===== src/verilog/nvm_i2c_pkg.sv =====
// What this block does
// RL1 - Serve as bus slave at 100 kHz and 1 MHz clock rates.
// RL2 - Ignore any pulse on data or clock shorter than 50 ns.
// RL3 - Answer only the fixed 7-bit slave address; ignore others.
// RL4 - Data changes only while clock low; one clock pulse per bit.
// RL5 - Detect start and stop: data falling or rising while clock high.
// RL6 - Bytes are eight bits, most significant first, then one acknowledge.
// RL7 - Receiver drives acknowledge on ninth pulse; low acks, high does not.
// RL8 - Compare address byte after start; acknowledge only on match, else idle.
// RL9 - Master ends a write with stop after last acknowledge.
// RL10 - On master not-acknowledge in a read, release data and go idle.
// RL11 - First write byte sets pointer; later bytes stored, pointer advances.
// RL12 - Read returns successive bytes from pointer while master acknowledges.
// RL13 - Writing copy bit copies all registers into the shadow SRAM.
// RL14 - SRAM data writes store at memory address, then advance it.
// RL15 - SRAM data reads return byte at memory address, then advance it.
// RL16 - EEPROM data reads return byte at memory address, then advance it.
// RL17 - Program bit copies SRAM into EEPROM only while unlock key held.
// RL18 - Busy bit reads one while programming; EEPROM access then blocked.
// RL19 - Program count increments once per completed programming cycle.
// RL20 - Host writes zero to unlock register after programming.
// RL21 - Host avoids two successive accesses to the memory address register.
// RL22 - At reset, registers load from the stored EEPROM configuration.
// RL23 - Never stretch clock; drive data only for acknowledge and read data.
// Purpose: Constants and types for the serial slave with memory programmer.
// Assumes: One 250 MHz system clock.
// Notes:   Register offsets are byte addresses on the serial bus.
package nvm_i2c_pkg;
  localparam logic [6:0] SLAVE_ADDR      = 7'h59;
  localparam logic [7:0] OFF_PROG_COUNT  = 8'h30;
  localparam logic [7:0] OFF_NVM_CTRL    = 8'h31;
  localparam logic [7:0] OFF_MEM_ADDR    = 8'h33;
  localparam logic [7:0] OFF_EE_DATA     = 8'h34;
  localparam logic [7:0] OFF_SRAM_DATA   = 8'h35;
  localparam logic [7:0] OFF_UNLOCK      = 8'h38;
  localparam logic [7:0] UNLOCK_KEY      = 8'hBE;
  localparam int         BIT_PROG        = 0;
  localparam int         BIT_BUSY        = 2;
  localparam int         BIT_COPY        = 6;
  localparam int         CLK_MHZ         = 250;
  localparam int         GLITCH_NS       = 50;
  // Filter length in cycles, rounded up, at least one.
  localparam int         GLITCH_CYC      = (GLITCH_NS * CLK_MHZ + 999) / 1000;
  localparam logic [7:0] ZERO_BYTE       = 8'h00;
  localparam logic [3:0] LAST_BIT        = 4'h7;
  localparam logic [3:0] ACK_BIT         = 4'h8;

  typedef enum logic [2:0] {
    ST_IDLE, ST_ADDR, ST_WRITE, ST_READ, ST_SKIP
  } bus_state_e;

  // Filtered bus lines travel together.
  typedef struct packed {
    logic scl;
    logic sda;
  } bus_lines_s;
endpackage


===== src/verilog/i2c_slave_nvm_programmer.sv =====
// Purpose: Serial slave with register file, shadow SRAM and EEPROM copy.
// Assumes: Bus lines are open drain, sampled by the system clock.
// Notes:   Clock line is never stretched; program cycle time is a parameter.
//          Both pins pass a two-stage synchroniser and a glitch filter, so
//          every bus event reaches the engine some 15 system cycles late.
//          That lag is far below a bus clock phase, so sampling at the
//          filtered rise still sees settled data.
//          Data bytes are committed at the eighth clock rise, before the
//          acknowledge, so a write takes effect even if the master stops
//          right after the acknowledge pulse.
`timescale 1ns/1ns
module i2c_slave_nvm_programmer #(
  parameter int REG_COUNT  = 64,
  parameter int PROG_CYCLES = 16
) (
  // Clock and reset.
  input  wire logic       sys_clk_in,
  input  wire logic       reset_in,
  // Serial bus pins; the data enable is low while the pin is driven.
  input  wire logic       scl_in,
  input  wire logic       sda_in,
  output logic            sda_out,
  output logic            sda_oe_n_out,
  // Status for the surrounding device.
  output logic            prog_busy_out,
  output logic [7:0]      prog_count_out
);
  localparam int AW = $clog2(REG_COUNT);

  // The byte-wide pointer is compared against the array size, so the size
  // must fit in a byte. Index slicing needs a power of two, so that every
  // memory address maps onto a real entry. The program timer is 16 bits.
  initial begin
    if (REG_COUNT < 64 || REG_COUNT > 128 ||
        (REG_COUNT & (REG_COUNT - 1)) != 0 ||
        PROG_CYCLES < 1 || PROG_CYCLES > 65536) begin
      $error("Unsupported parameter values.");
    end
  end

  // Two-stage synchronisers for both pins.
  logic [1:0] scl_sync_q;
  logic [1:0] sda_sync_q;
  always_ff @(posedge sys_clk_in) begin
    if (reset_in) begin
      scl_sync_q <= 2'h3;
      sda_sync_q <= 2'h3;
    end else begin
      scl_sync_q <= {scl_sync_q[0], scl_in};
      sda_sync_q <= {sda_sync_q[0], sda_in};
    end
  end

  // Glitch filters accept a new level only after it stands for 50 ns.
  nvm_i2c_pkg::bus_lines_s filt_q;
  nvm_i2c_pkg::bus_lines_s filt_prev_q;
  logic [1:0] raw;
  logic [1:0] filt_v;
  assign raw = {scl_sync_q[1], sda_sync_q[1]};
  assign filt_v = {filt_q.scl, filt_q.sda};
  genvar g;
  generate
    for (g = 0; g < 2; g++) begin : g_filt
      logic [7:0] cnt_q;
      logic       lvl_q;
      always_ff @(posedge sys_clk_in) begin
        if (reset_in) begin
          cnt_q <= 8'h00;
          lvl_q <= 1'b1;
        end else if (raw[g] == lvl_q) begin
          cnt_q <= 8'h00;
        end else if (cnt_q >= 8'(nvm_i2c_pkg::GLITCH_CYC - 1)) begin
          lvl_q <= raw[g]; // [RL2]
          cnt_q <= 8'h00;
        end else begin
          cnt_q <= cnt_q + 8'h01;
        end
      end
    end
  endgenerate
  assign filt_q = {g_filt[1].lvl_q, g_filt[0].lvl_q};

  always_ff @(posedge sys_clk_in) begin
    if (reset_in) begin
      filt_prev_q <= 2'h3;
    end else begin
      filt_prev_q <= filt_q;
    end
  end

  // Edge and condition detection on the filtered lines.
  logic scl_rise;
  logic scl_fall;
  logic start_cond;
  logic stop_cond;
  assign scl_rise = filt_q.scl && !filt_prev_q.scl; // [RL4]
  assign scl_fall = !filt_q.scl && filt_prev_q.scl;
  assign start_cond = filt_q.scl && filt_prev_q.scl &&
                      filt_prev_q.sda && !filt_q.sda; // [RL5]
  assign stop_cond = filt_q.scl && filt_prev_q.scl &&
                     !filt_prev_q.sda && filt_q.sda; // [RL5]

  // Storage: register file, shadow SRAM, EEPROM, all as flip-flops.
  logic [7:0] regs_q   [REG_COUNT];
  logic [7:0] sram_q   [REG_COUNT];
  logic [7:0] eeprom_q [REG_COUNT];

  nvm_i2c_pkg::bus_state_e state_q;
  logic [3:0] bit_q;
  logic [7:0] shift_q;
  logic [7:0] ptr_q;
  logic       ptr_set_q;
  logic       ack_q;
  logic       drive_q;
  logic [7:0] tx_q;
  logic [7:0] mem_addr_q;
  logic [7:0] unlock_q;
  logic [7:0] count_q;
  logic       busy_q;
  logic [15:0] prog_cnt_q;
  logic       load_q;

  // Read decode, shared by the first read byte and every later one.
  function automatic logic [7:0] read_reg(input logic [7:0] a);
    logic [7:0] v;
    v = nvm_i2c_pkg::ZERO_BYTE;
    if (a == nvm_i2c_pkg::OFF_PROG_COUNT) begin
      v = count_q;
    end else if (a == nvm_i2c_pkg::OFF_NVM_CTRL) begin
      v[nvm_i2c_pkg::BIT_BUSY] = busy_q; // [RL18]
    end else if (a == nvm_i2c_pkg::OFF_MEM_ADDR) begin
      v = mem_addr_q;
    end else if (a == nvm_i2c_pkg::OFF_EE_DATA) begin
      // Reads zero while programming is busy. [RL18]
      v = busy_q ? nvm_i2c_pkg::ZERO_BYTE
                 : eeprom_q[mem_addr_q[AW-1:0]]; // [RL16]
    end else if (a == nvm_i2c_pkg::OFF_SRAM_DATA) begin
      v = sram_q[mem_addr_q[AW-1:0]]; // [RL15]
    end else if (a == nvm_i2c_pkg::OFF_UNLOCK) begin
      v = unlock_q;
    end else if (a < 8'(REG_COUNT)) begin
      v = regs_q[a[AW-1:0]];
    end
    return v;
  endfunction

  // Events from the bus to the storage side.
  logic       wr_byte;
  logic       rd_byte;
  logic [7:0] acc_addr;
  assign acc_addr = ptr_q;

  // Complete received byte at the eighth rise: seven bits already shifted
  // in plus the bit being sampled now. Using the shift register alone here
  // would drop the last bit of every stored byte.
  logic [7:0] wr_data;
  assign wr_data = {shift_q[6:0], filt_q.sda};

  // Byte that the pointer selects, loaded when a read byte begins.
  // A process is used so the decode follows every storage element that
  // the function reads, not only its argument.
  logic [7:0] rd_val;
  always_comb begin
    rd_val = read_reg(ptr_q);
  end
  assign wr_byte = (state_q == nvm_i2c_pkg::ST_WRITE) && scl_rise &&
                   bit_q == nvm_i2c_pkg::LAST_BIT && ptr_set_q;
  // A read byte is consumed when the master acknowledges it.
  assign rd_byte = (state_q == nvm_i2c_pkg::ST_READ) && scl_rise &&
                   bit_q == nvm_i2c_pkg::ACK_BIT && !filt_q.sda;

  // Bus protocol engine: address, pointer, write and read bytes.
  always_ff @(posedge sys_clk_in) begin
    if (reset_in) begin
      state_q   <= nvm_i2c_pkg::ST_IDLE;
      bit_q     <= 4'h0;
      shift_q   <= 8'h00;
      ptr_q     <= 8'h00;
      ptr_set_q <= 1'b0;
      ack_q     <= 1'b0;
    end else if (start_cond) begin
      state_q   <= nvm_i2c_pkg::ST_ADDR;
      bit_q     <= 4'h0;
      ptr_set_q <= 1'b0;
    end else if (stop_cond) begin
      state_q <= nvm_i2c_pkg::ST_IDLE;
    end else if (scl_rise) begin
      case (state_q)
        nvm_i2c_pkg::ST_ADDR, nvm_i2c_pkg::ST_WRITE: begin
          if (bit_q <= nvm_i2c_pkg::LAST_BIT) begin
            shift_q <= {shift_q[6:0], filt_q.sda}; // [RL6]
          end
          bit_q <= (bit_q == nvm_i2c_pkg::ACK_BIT) ? 4'h0 : bit_q + 4'h1;
          if (bit_q == nvm_i2c_pkg::LAST_BIT && state_q ==
              nvm_i2c_pkg::ST_WRITE) begin
            if (!ptr_set_q) begin
              ptr_q     <= {shift_q[6:0], filt_q.sda}; // [RL11]
              ptr_set_q <= 1'b1;
            end else begin
              ptr_q <= ptr_q + 8'h01; // [RL11]
            end
          end
          if (bit_q == nvm_i2c_pkg::LAST_BIT &&
              state_q == nvm_i2c_pkg::ST_ADDR) begin
            ack_q <= (shift_q[6:0] == nvm_i2c_pkg::SLAVE_ADDR); // [RL3]
          end
          if (bit_q == nvm_i2c_pkg::ACK_BIT &&
              state_q == nvm_i2c_pkg::ST_ADDR) begin
            if (!ack_q) begin
              state_q <= nvm_i2c_pkg::ST_SKIP; // [RL8]
            end else if (shift_q[0]) begin
              state_q <= nvm_i2c_pkg::ST_READ; // [RL12]
            end else begin
              state_q <= nvm_i2c_pkg::ST_WRITE;
            end
          end
        end
        nvm_i2c_pkg::ST_READ: begin
          bit_q <= (bit_q == nvm_i2c_pkg::ACK_BIT) ? 4'h0 : bit_q + 4'h1;
          if (bit_q == nvm_i2c_pkg::ACK_BIT) begin
            if (filt_q.sda) begin
              state_q <= nvm_i2c_pkg::ST_SKIP; // [RL10]
            end else begin
              ptr_q <= ptr_q + 8'h01; // [RL12]
            end
          end
        end
        default: begin
          bit_q <= 4'h0;
        end
      endcase
    end
  end

  // Data output: ack and read bits change only after the clock falls.
  always_ff @(posedge sys_clk_in) begin
    if (reset_in || start_cond || stop_cond) begin
      drive_q <= 1'b0;
      tx_q    <= 8'h00;
    end else if (scl_fall) begin
      drive_q <= 1'b0; // [RL23]
      if (bit_q == nvm_i2c_pkg::ACK_BIT &&
          (state_q == nvm_i2c_pkg::ST_WRITE ||
           (state_q == nvm_i2c_pkg::ST_ADDR && ack_q))) begin
        drive_q <= 1'b1; // [RL7]
      end
      if (bit_q == 4'h0 && state_q == nvm_i2c_pkg::ST_READ) begin
        // The most significant bit goes out first. [RL6]
        tx_q    <= rd_val;
        drive_q <= !rd_val[7]; // [RL6]
      end else if (state_q == nvm_i2c_pkg::ST_READ &&
                   bit_q <= nvm_i2c_pkg::LAST_BIT) begin
        tx_q    <= {tx_q[6:0], 1'b0};
        drive_q <= !tx_q[6];
      end
    end
  end
  assign sda_out      = 1'b0;
  assign sda_oe_n_out = !drive_q;

  // Memory address register, unlock key and auto-advance on data access.
  always_ff @(posedge sys_clk_in) begin
    if (reset_in) begin
      mem_addr_q <= 8'h00;
      unlock_q   <= 8'h00;
    end else if ((wr_byte && (acc_addr == nvm_i2c_pkg::OFF_SRAM_DATA)) ||
                 (rd_byte && (acc_addr == nvm_i2c_pkg::OFF_SRAM_DATA ||
                  (acc_addr == nvm_i2c_pkg::OFF_EE_DATA && !busy_q)))) begin
      mem_addr_q <= mem_addr_q + 8'h01; // [RL14] [RL15] [RL16]
    end else if (wr_byte) begin
      if (acc_addr == nvm_i2c_pkg::OFF_MEM_ADDR) begin
        // A second address write simply replaces the first. [RL21]
        mem_addr_q <= wr_data; // [RL21]
      end else if (acc_addr == nvm_i2c_pkg::OFF_UNLOCK) begin
        // Any value but the key locks programming again. [RL20]
        unlock_q <= wr_data; // [RL20]
      end
    end
  end

  // Registers and SRAM; reset loads registers from EEPROM.
  always_ff @(posedge sys_clk_in) begin
    if (reset_in) begin
      load_q <= 1'b1;
    end else begin
      load_q <= 1'b0;
      for (int i = 0; i < REG_COUNT; i++) begin
        if (load_q) begin
          regs_q[i] <= eeprom_q[i]; // [RL22]
        end
      end
      if (wr_byte && acc_addr < 8'(REG_COUNT) &&
          acc_addr != nvm_i2c_pkg::OFF_PROG_COUNT &&
          acc_addr != nvm_i2c_pkg::OFF_EE_DATA) begin
        regs_q[acc_addr[AW-1:0]] <= wr_data; // [RL11]
      end
      // The copy takes the register values as they stood before this
      // byte, since the copy command itself is not part of the image.
      if (wr_byte && acc_addr == nvm_i2c_pkg::OFF_NVM_CTRL &&
          wr_data[nvm_i2c_pkg::BIT_COPY]) begin
        for (int i = 0; i < REG_COUNT; i++) begin
          sram_q[i] <= regs_q[i]; // [RL13]
        end
      end else if (wr_byte && acc_addr == nvm_i2c_pkg::OFF_SRAM_DATA) begin
        sram_q[mem_addr_q[AW-1:0]] <= wr_data; // [RL14]
      end
    end
  end

  // EEPROM program cycle, guarded by the unlock key.
  // The array is written in one step at the end of the timed cycle, so a
  // reset in mid-cycle leaves the old contents intact and uncounted.
  // Requests arriving while busy are ignored rather than queued.
  always_ff @(posedge sys_clk_in) begin
    if (reset_in) begin
      busy_q     <= 1'b0;
      prog_cnt_q <= 16'h0000;
      count_q    <= 8'h00;
    end else if (busy_q) begin
      if (prog_cnt_q == 16'(PROG_CYCLES - 1)) begin
        busy_q  <= 1'b0;
        count_q <= count_q + 8'h01; // [RL19]
        for (int i = 0; i < REG_COUNT; i++) begin
          eeprom_q[i] <= sram_q[i]; // [RL17]
        end
      end
      prog_cnt_q <= prog_cnt_q + 16'h0001;
    end else if (wr_byte && acc_addr == nvm_i2c_pkg::OFF_NVM_CTRL &&
                 wr_data[nvm_i2c_pkg::BIT_PROG] &&
                 unlock_q == nvm_i2c_pkg::UNLOCK_KEY) begin
      busy_q     <= 1'b1; // [RL17] [RL18]
      prog_cnt_q <= 16'h0000;
    end
  end
  assign prog_busy_out  = busy_q;
  assign prog_count_out = count_q;
  // Bus rate up to 1 MHz is served by the 250 MHz oversampling. [RL1]
endmodule


===== config.mk =====
export PLATFORM = sky130hd
export DESIGN_NAME = i2c_slave_nvm_programmer
export DESIGN_NICKNAME = d
export VERILOG_FILES = /design/src/verilog/nvm_i2c_pkg.sv /design/src/verilog/i2c_slave_nvm_programmer.sv
export SDC_FILE = /design/constraint.sdc
export NUM_CORES = 2
export LEC_CHECK = 0
export BUFFER_PORTS_ARGS = -buffer_cell sky130_fd_sc_hd__buf_4
export CELL_PAD_IN_SITES_DETAIL_PLACEMENT = 0
export CELL_PAD_IN_SITES_GLOBAL_PLACEMENT = 2
export CORE_UTILIZATION = 53
export DETAILED_ROUTE_END_ITERATION = 6
export PLACE_DENSITY = 0.82
export SLEW_MARGIN = 10
export SYNTH_ARGS = -nofsm -noshare
export SYNTH_HDL_FRONTEND = slang
export SYNTH_SLANG_ARGS = --single-unit

===== constraint.sdc =====
create_clock -name sys_clk_in -period 44.5 [get_ports sys_clk_in]
set_clock_uncertainty 0.05 [all_clocks]
set_input_delay 8.9 -clock sys_clk_in [delete_from_list [all_inputs] [get_ports sys_clk_in]]
set_output_delay 8.9 -clock sys_clk_in [all_outputs]
set_load 0.03 [all_outputs]

# After elaboration in Yosys (flattened, before gate mapping)
# Memory sizes are Yosys's and may differ from the RTL's. A register that Yosys moved wholly into a read port is not among the register bits.
# Index checks and enable logic that the tools add are counted.
# W data, S select, Z words.
[op_classes]
addsub = 7
n_mul = 0
n_div = 0
order_cmp = 4
n_eq_ne = 26
shift = 0
n_mux = 66
bitwise_logic = 6
n_reduce_logical = 71
[ops]
columns = ["op", "count"]
rows = [
  ["$mux W8", 15],
  ["$eq A8 B6 Y1 const B", 6],
  ["$mux W6", 7],
  ["$add A8 B1 Y8 const B", 5],
  ["$mux W16", 2],
  ["$logic_and A1 B1 Y1", 30],
  ["$mux W1", 30],
  ["$reduce_and A5 Y1", 4],
  ["$add A16 B1 Y16 const B", 1],
  ["$eq A16 B4 Y1 const B", 1],
  ["$ge A8 B4 Y1 const B", 2],
  ["$ne A8 B6 Y1 const B", 2],
  ["$pmux W8 S2", 1],
  ["$mux W7", 2],
  ["$mux W3", 4],
  ["$ne A4 B4 Y1 const B", 3],
  ["$reduce_and A2 Y1", 6],
  ["$reduce_or A3 Y1", 4],
  ["$ne A2 B2 Y1 const B", 5],
  ["$reduce_bool A2 Y1", 5],
  ["$eq A8 B8 Y1 const B", 1],
  ["$logic_not A1 Y1", 8],
  ["$lt A8 B7 Y1 const B", 1],
  ["$mux W4", 2],
  ["20 further kinds", 33],
]
[totals]
regBits = 98
latch_bits = 0
mem_bits_rw = 1536
mem_bits_ro = 0
in_bits = 4
out_inout_bits = 11
elab_cells = 206
n_memories = 3
[mem_list]
columns = ["memory", "words", "width", "read_ports", "rd_clocked_by_memory_dff", "write_ports", "line", "rtl"]
rows = [
  ["eeprom_q", 64, 8, 65, 1, 64, "i2c_slave_nvm_programmer.sv:106", "logic [7:0] eeprom_q [REG_COUNT];"],
  ["regs_q", 64, 8, 65, 1, 65, "i2c_slave_nvm_programmer.sv:104", "logic [7:0] regs_q [REG_COUNT];"],
  ["sram_q", 64, 8, 65, 1, 64, "i2c_slave_nvm_programmer.sv:105", "logic [7:0] sram_q [REG_COUNT];"],
]

# Logic depth before layout (Yosys ltp)
[depth]
word_depth = 12
ltp_mapped = 12
mapped_depth_nobuf = 9

# Worst setup path after synthesis
# No wires, ideal clock.
[synth_path]
kind = "input to register"
from = "in reset_in"
to = "mem eeprom_q[0][0] (enable)"
setup_ns = 1.402
arrival_time_ns = 30.707
required_ns = 43.048
setup_slack_ns = 12.340
cell_stages = 4
path_buffers = 3
path_cell_list = "clkbuf_1 clkbuf_1 clkbuf_1 nor2_1"
[synth_lines]
columns = ["element", "line", "rtl"]
rows = [
  ["start: declaration", "i2c_slave_nvm_programmer.sv:18", "input wire logic reset_in,"],
  ["end: declaration", "i2c_slave_nvm_programmer.sv:106", ""],
]

==> metrics <==
slowest CP cell=buf_4; status=finished, violations left; Switching Fraction=21.0%; Tmin final=between 10 and 15 ns; final hold violations=0; Async S/R FF share, synth=0%; hold_buf cts=0; most used cell along the critical path=buf_4; Seq pwr share=between 50% and 60%; layout cells sized above 1=between 30% and 40%; area share of xor/xnor cells in the synthesized design=less than 1%; vias in the first global route=roughly 44k; period utilization=roughly 29%; Global Route Usage Sum=35.3%; Setup Fix Bufs, Post-CTS=0; mux share of post-synthesis cell area=a little over a quarter; Fillers=approximately 11k; Root Buffer=clkbuf_16; design area=approximately 85000 um^2; Starting Density=a little over half; Worst slew margin=between 15 and 20%; crit path from=reset_in; WP data required=44.89 ns; Yosys Warn Count=0; Leak=~27 nW; Min-Delay Path Class=flop to flop; setup tns final=0 ns; largest family of logic cells by synthesized area=multiplexers; number of buffers created by CTS=roughly 180; die area=roughly 150000 um^2; Worst R2R Setup Slack=~39 ns; area grow syn2layout=10.0%; DIE WIDTH=roughly 380 um; max cap viols=0; Clock Path Buffers=3; Final Max Slew Viols=0; Synth Area per Inst=16.6 um^2; vias per inst=7.02; flip-flop and latch count after synthesis=about 1.6k; CP top delay family=buffers and inverters; Post-synth top flop=edfxtp_1; placed inst area=~79000 um^2; post-synth cell types=73; RSZ-0062 raised after global routing=no; WP data arrival=around 13 ns; Mapped Cells=about 4.6k; Resize count post-CTS=0; chain of cells forming the critical path=buf_4 -> nor2_4 -> buf_4 -> buf_4 -> buf_4 -> buf_4; simple-gate share of the synthesized area=4.86%; GRT overflow=0; routability cong.=around 1.0; Int Pwr=about 0.0025 W; count of input and output buffers=13; Setup crit end kind=flop; count of flip-flops with a built-in enable after synthesis=between 1.5k and 2k; adder-cell area share of the yosys netlist=less than 1%; failing checks=design-rule violations; Clock Power Share=a little under half; Pwr Total=roughly 0.0032 W; via count=around 47k; drt drc=2; CTS H-tree lvls=4; # nets final=about 4.6k; maximum clock frequency=0.0781 GHz; Die H=between 300 and 400 um; switching pwr=about 0.00067 W; Buf/Inv on CP=5; largest net degree at the start of global routing=94; CTS tree=built; WL/cell=39.0 um; hpwl dp=around 180000 um; post-route ant nets=0; post-synth design cell area=76900 um^2; kind of critical path=primary input to flop; Total Routed Length=~260000 um; most frequent cells in the layout=edfxtp_1 (1536), mux2_2 (993), mux4_2 (400); Pwr Density=around 38 nW/um^2; worst-path maximum fanout=72; Multi-input gate area=roughly 27000 um^2; # rows=about 140; Clock Sink Count=around 1.6k; Clk pin slew, worst setup/hold paths=~0.060 ns; Synth Area in Compound Gates=a little over 3%; Storage cell area=48400 um^2; Least-Margin Pin Slew=1.21 ns; Worst R2R Start=prog_busy_out; commonest non-fill, non-tap cell in the layout=edfxtp_1; Hold Startpoint=sda_sync_q[0]; first-pass GRT wire length=around 360000 um; worst-skew pair later-pin latency=between 0.8 and 0.9 ns; Core ar.=approximately 140000 um^2; drt initial violations=6785; Max IR drop VDD=approximately 35 uV; initial antenna violation count=5; crit path launch type=primary input; io pins=15; setup violators final=0; DRT Pass-1 Iters=7; Seq/Total Area, Yosys=a little over three fifths; combinational cell fraction of total power=1.3%; CP peak stage delay=a little over 0.9 ns
cells in the mapped netlist (27+ instances only):
master	number	share of area (%)
a21oi_1	71	0.46
a22oi_1	48	0.47
buf_1	32	0.16
buf_2	52	0.34
clkbuf_1	234	1.1
dfxtp_1	110	2.9
edfxtp_1	1536	60
inv_1	27	0.13
mux2_2	993	15
mux2i_1	50	0.65
mux4_2	400	12
nand2_1	353	1.7
nand2b_1	28	0.23
nand3_1	48	0.31
nor2_1	138	0.67
nor3_1	38	0.25
o21ai_0	91	0.59
o22ai_1	31	0.25
final cells by class:
cell class              instances  share of cell area (%)
repair buffers                107                   0.994
clock inverters               101                    1.06
clock buffers                 220                    5.55
multi-input cells            2632                    32.2
diodes                          5                  0.0148
flip-flops and latches       1646                    57.2
inverters                      29                   0.129
well taps                    1903                    2.82
metal layers:
metal / vias to the layer above / track usage (%) / part of all wire, %
met5: - / 0 / 0
met4: 0 / 14.6 / 4.6
met3: 443 / 9.11 / 11
met2: 3072 / 51.6 / 44
met1: 24587 / 50.5 / 40
li1: 18531 / - / -
flip-flops by register name (all words and copies together) (netlist names), 2 cells and up, named ones only:
name and count:
g_filt.lvl_q 2, scl_sync_q 2, bit_q 4, g_filt.cnt_q 16, eeprom_q 512, tx_q 7
sda_sync_q 2, state_q 3, unlock_q 8, mem_addr_q 8, filt_prev_q 2, acc_addr 8
prog_cnt_q 16, prog_count_out 8, shift_q 7, sram_q 512, regs_q 512
logic make-up (layout without fill, tap and decap cells):
group,count (synthesis),after routing
compound gates,361,361
buf+inv,353,457
other cells,1,14
flops,1646,1646
mux,1449,1449
fa+ha+maj,12,12
xor+xnor,15,15
simple gates,786,786
metrics by stage:
| stage | setup WS (ns) | hold slack (ns) | utilization (%) | cells |
|---|---|---|---|---|
| finish | 31.70 | 0.358 | 58.8 | 6643 |
| global route | 31.52 | 0.366 | 58.8 | 6640 |
| CTS | 31.78 | 0.359 | 58.8 | 6638 |
| detailed placement | 30.94 | 0.347 | 54.9 | 6317 |
| global placement | 31.01 | 0.345 | 54.9 | 6317 |
| floorplan | 12.34 | 0.339 | - | 4631 |
path summary, 6_finish.rpt:
check,end,depth (start not counted)
setup / recovery,eeprom_q[21][1],6
hold / removal,sda_sync_q[1],1
setup reg to reg,eeprom_q[21][1],7
hold reg to reg,sda_sync_q[1],1
worst register-to-register path, cell delays in order, from the launching register on:
cell	delay, ns
dfxtp_1	0.72
and4_1	0.37
nand4_1	0.30
nor2_4	0.68
buf_4	0.85
buf_4	0.91
buf_4	0.95
buf_4	0.75
power by group through the flow:
stage | combinational [W] | clock, W | sequential, W
3_5_place_dp | 0.0000412 | 0 | 0.00173
3_3_place_gp | 0.0000402 | 0 | 0.00173
6_report | 0.0000415 | 0.00146 | 0.00170
2_1_floorplan | 0.0000265 | 0 | 0.00173
5_1_grt | 0.0000437 | 0.00152 | 0.00170
4_1_cts | 0.0000413 | 0.00147 | 0.00170
Note: power is estimated with default switching activity, not from simulation.
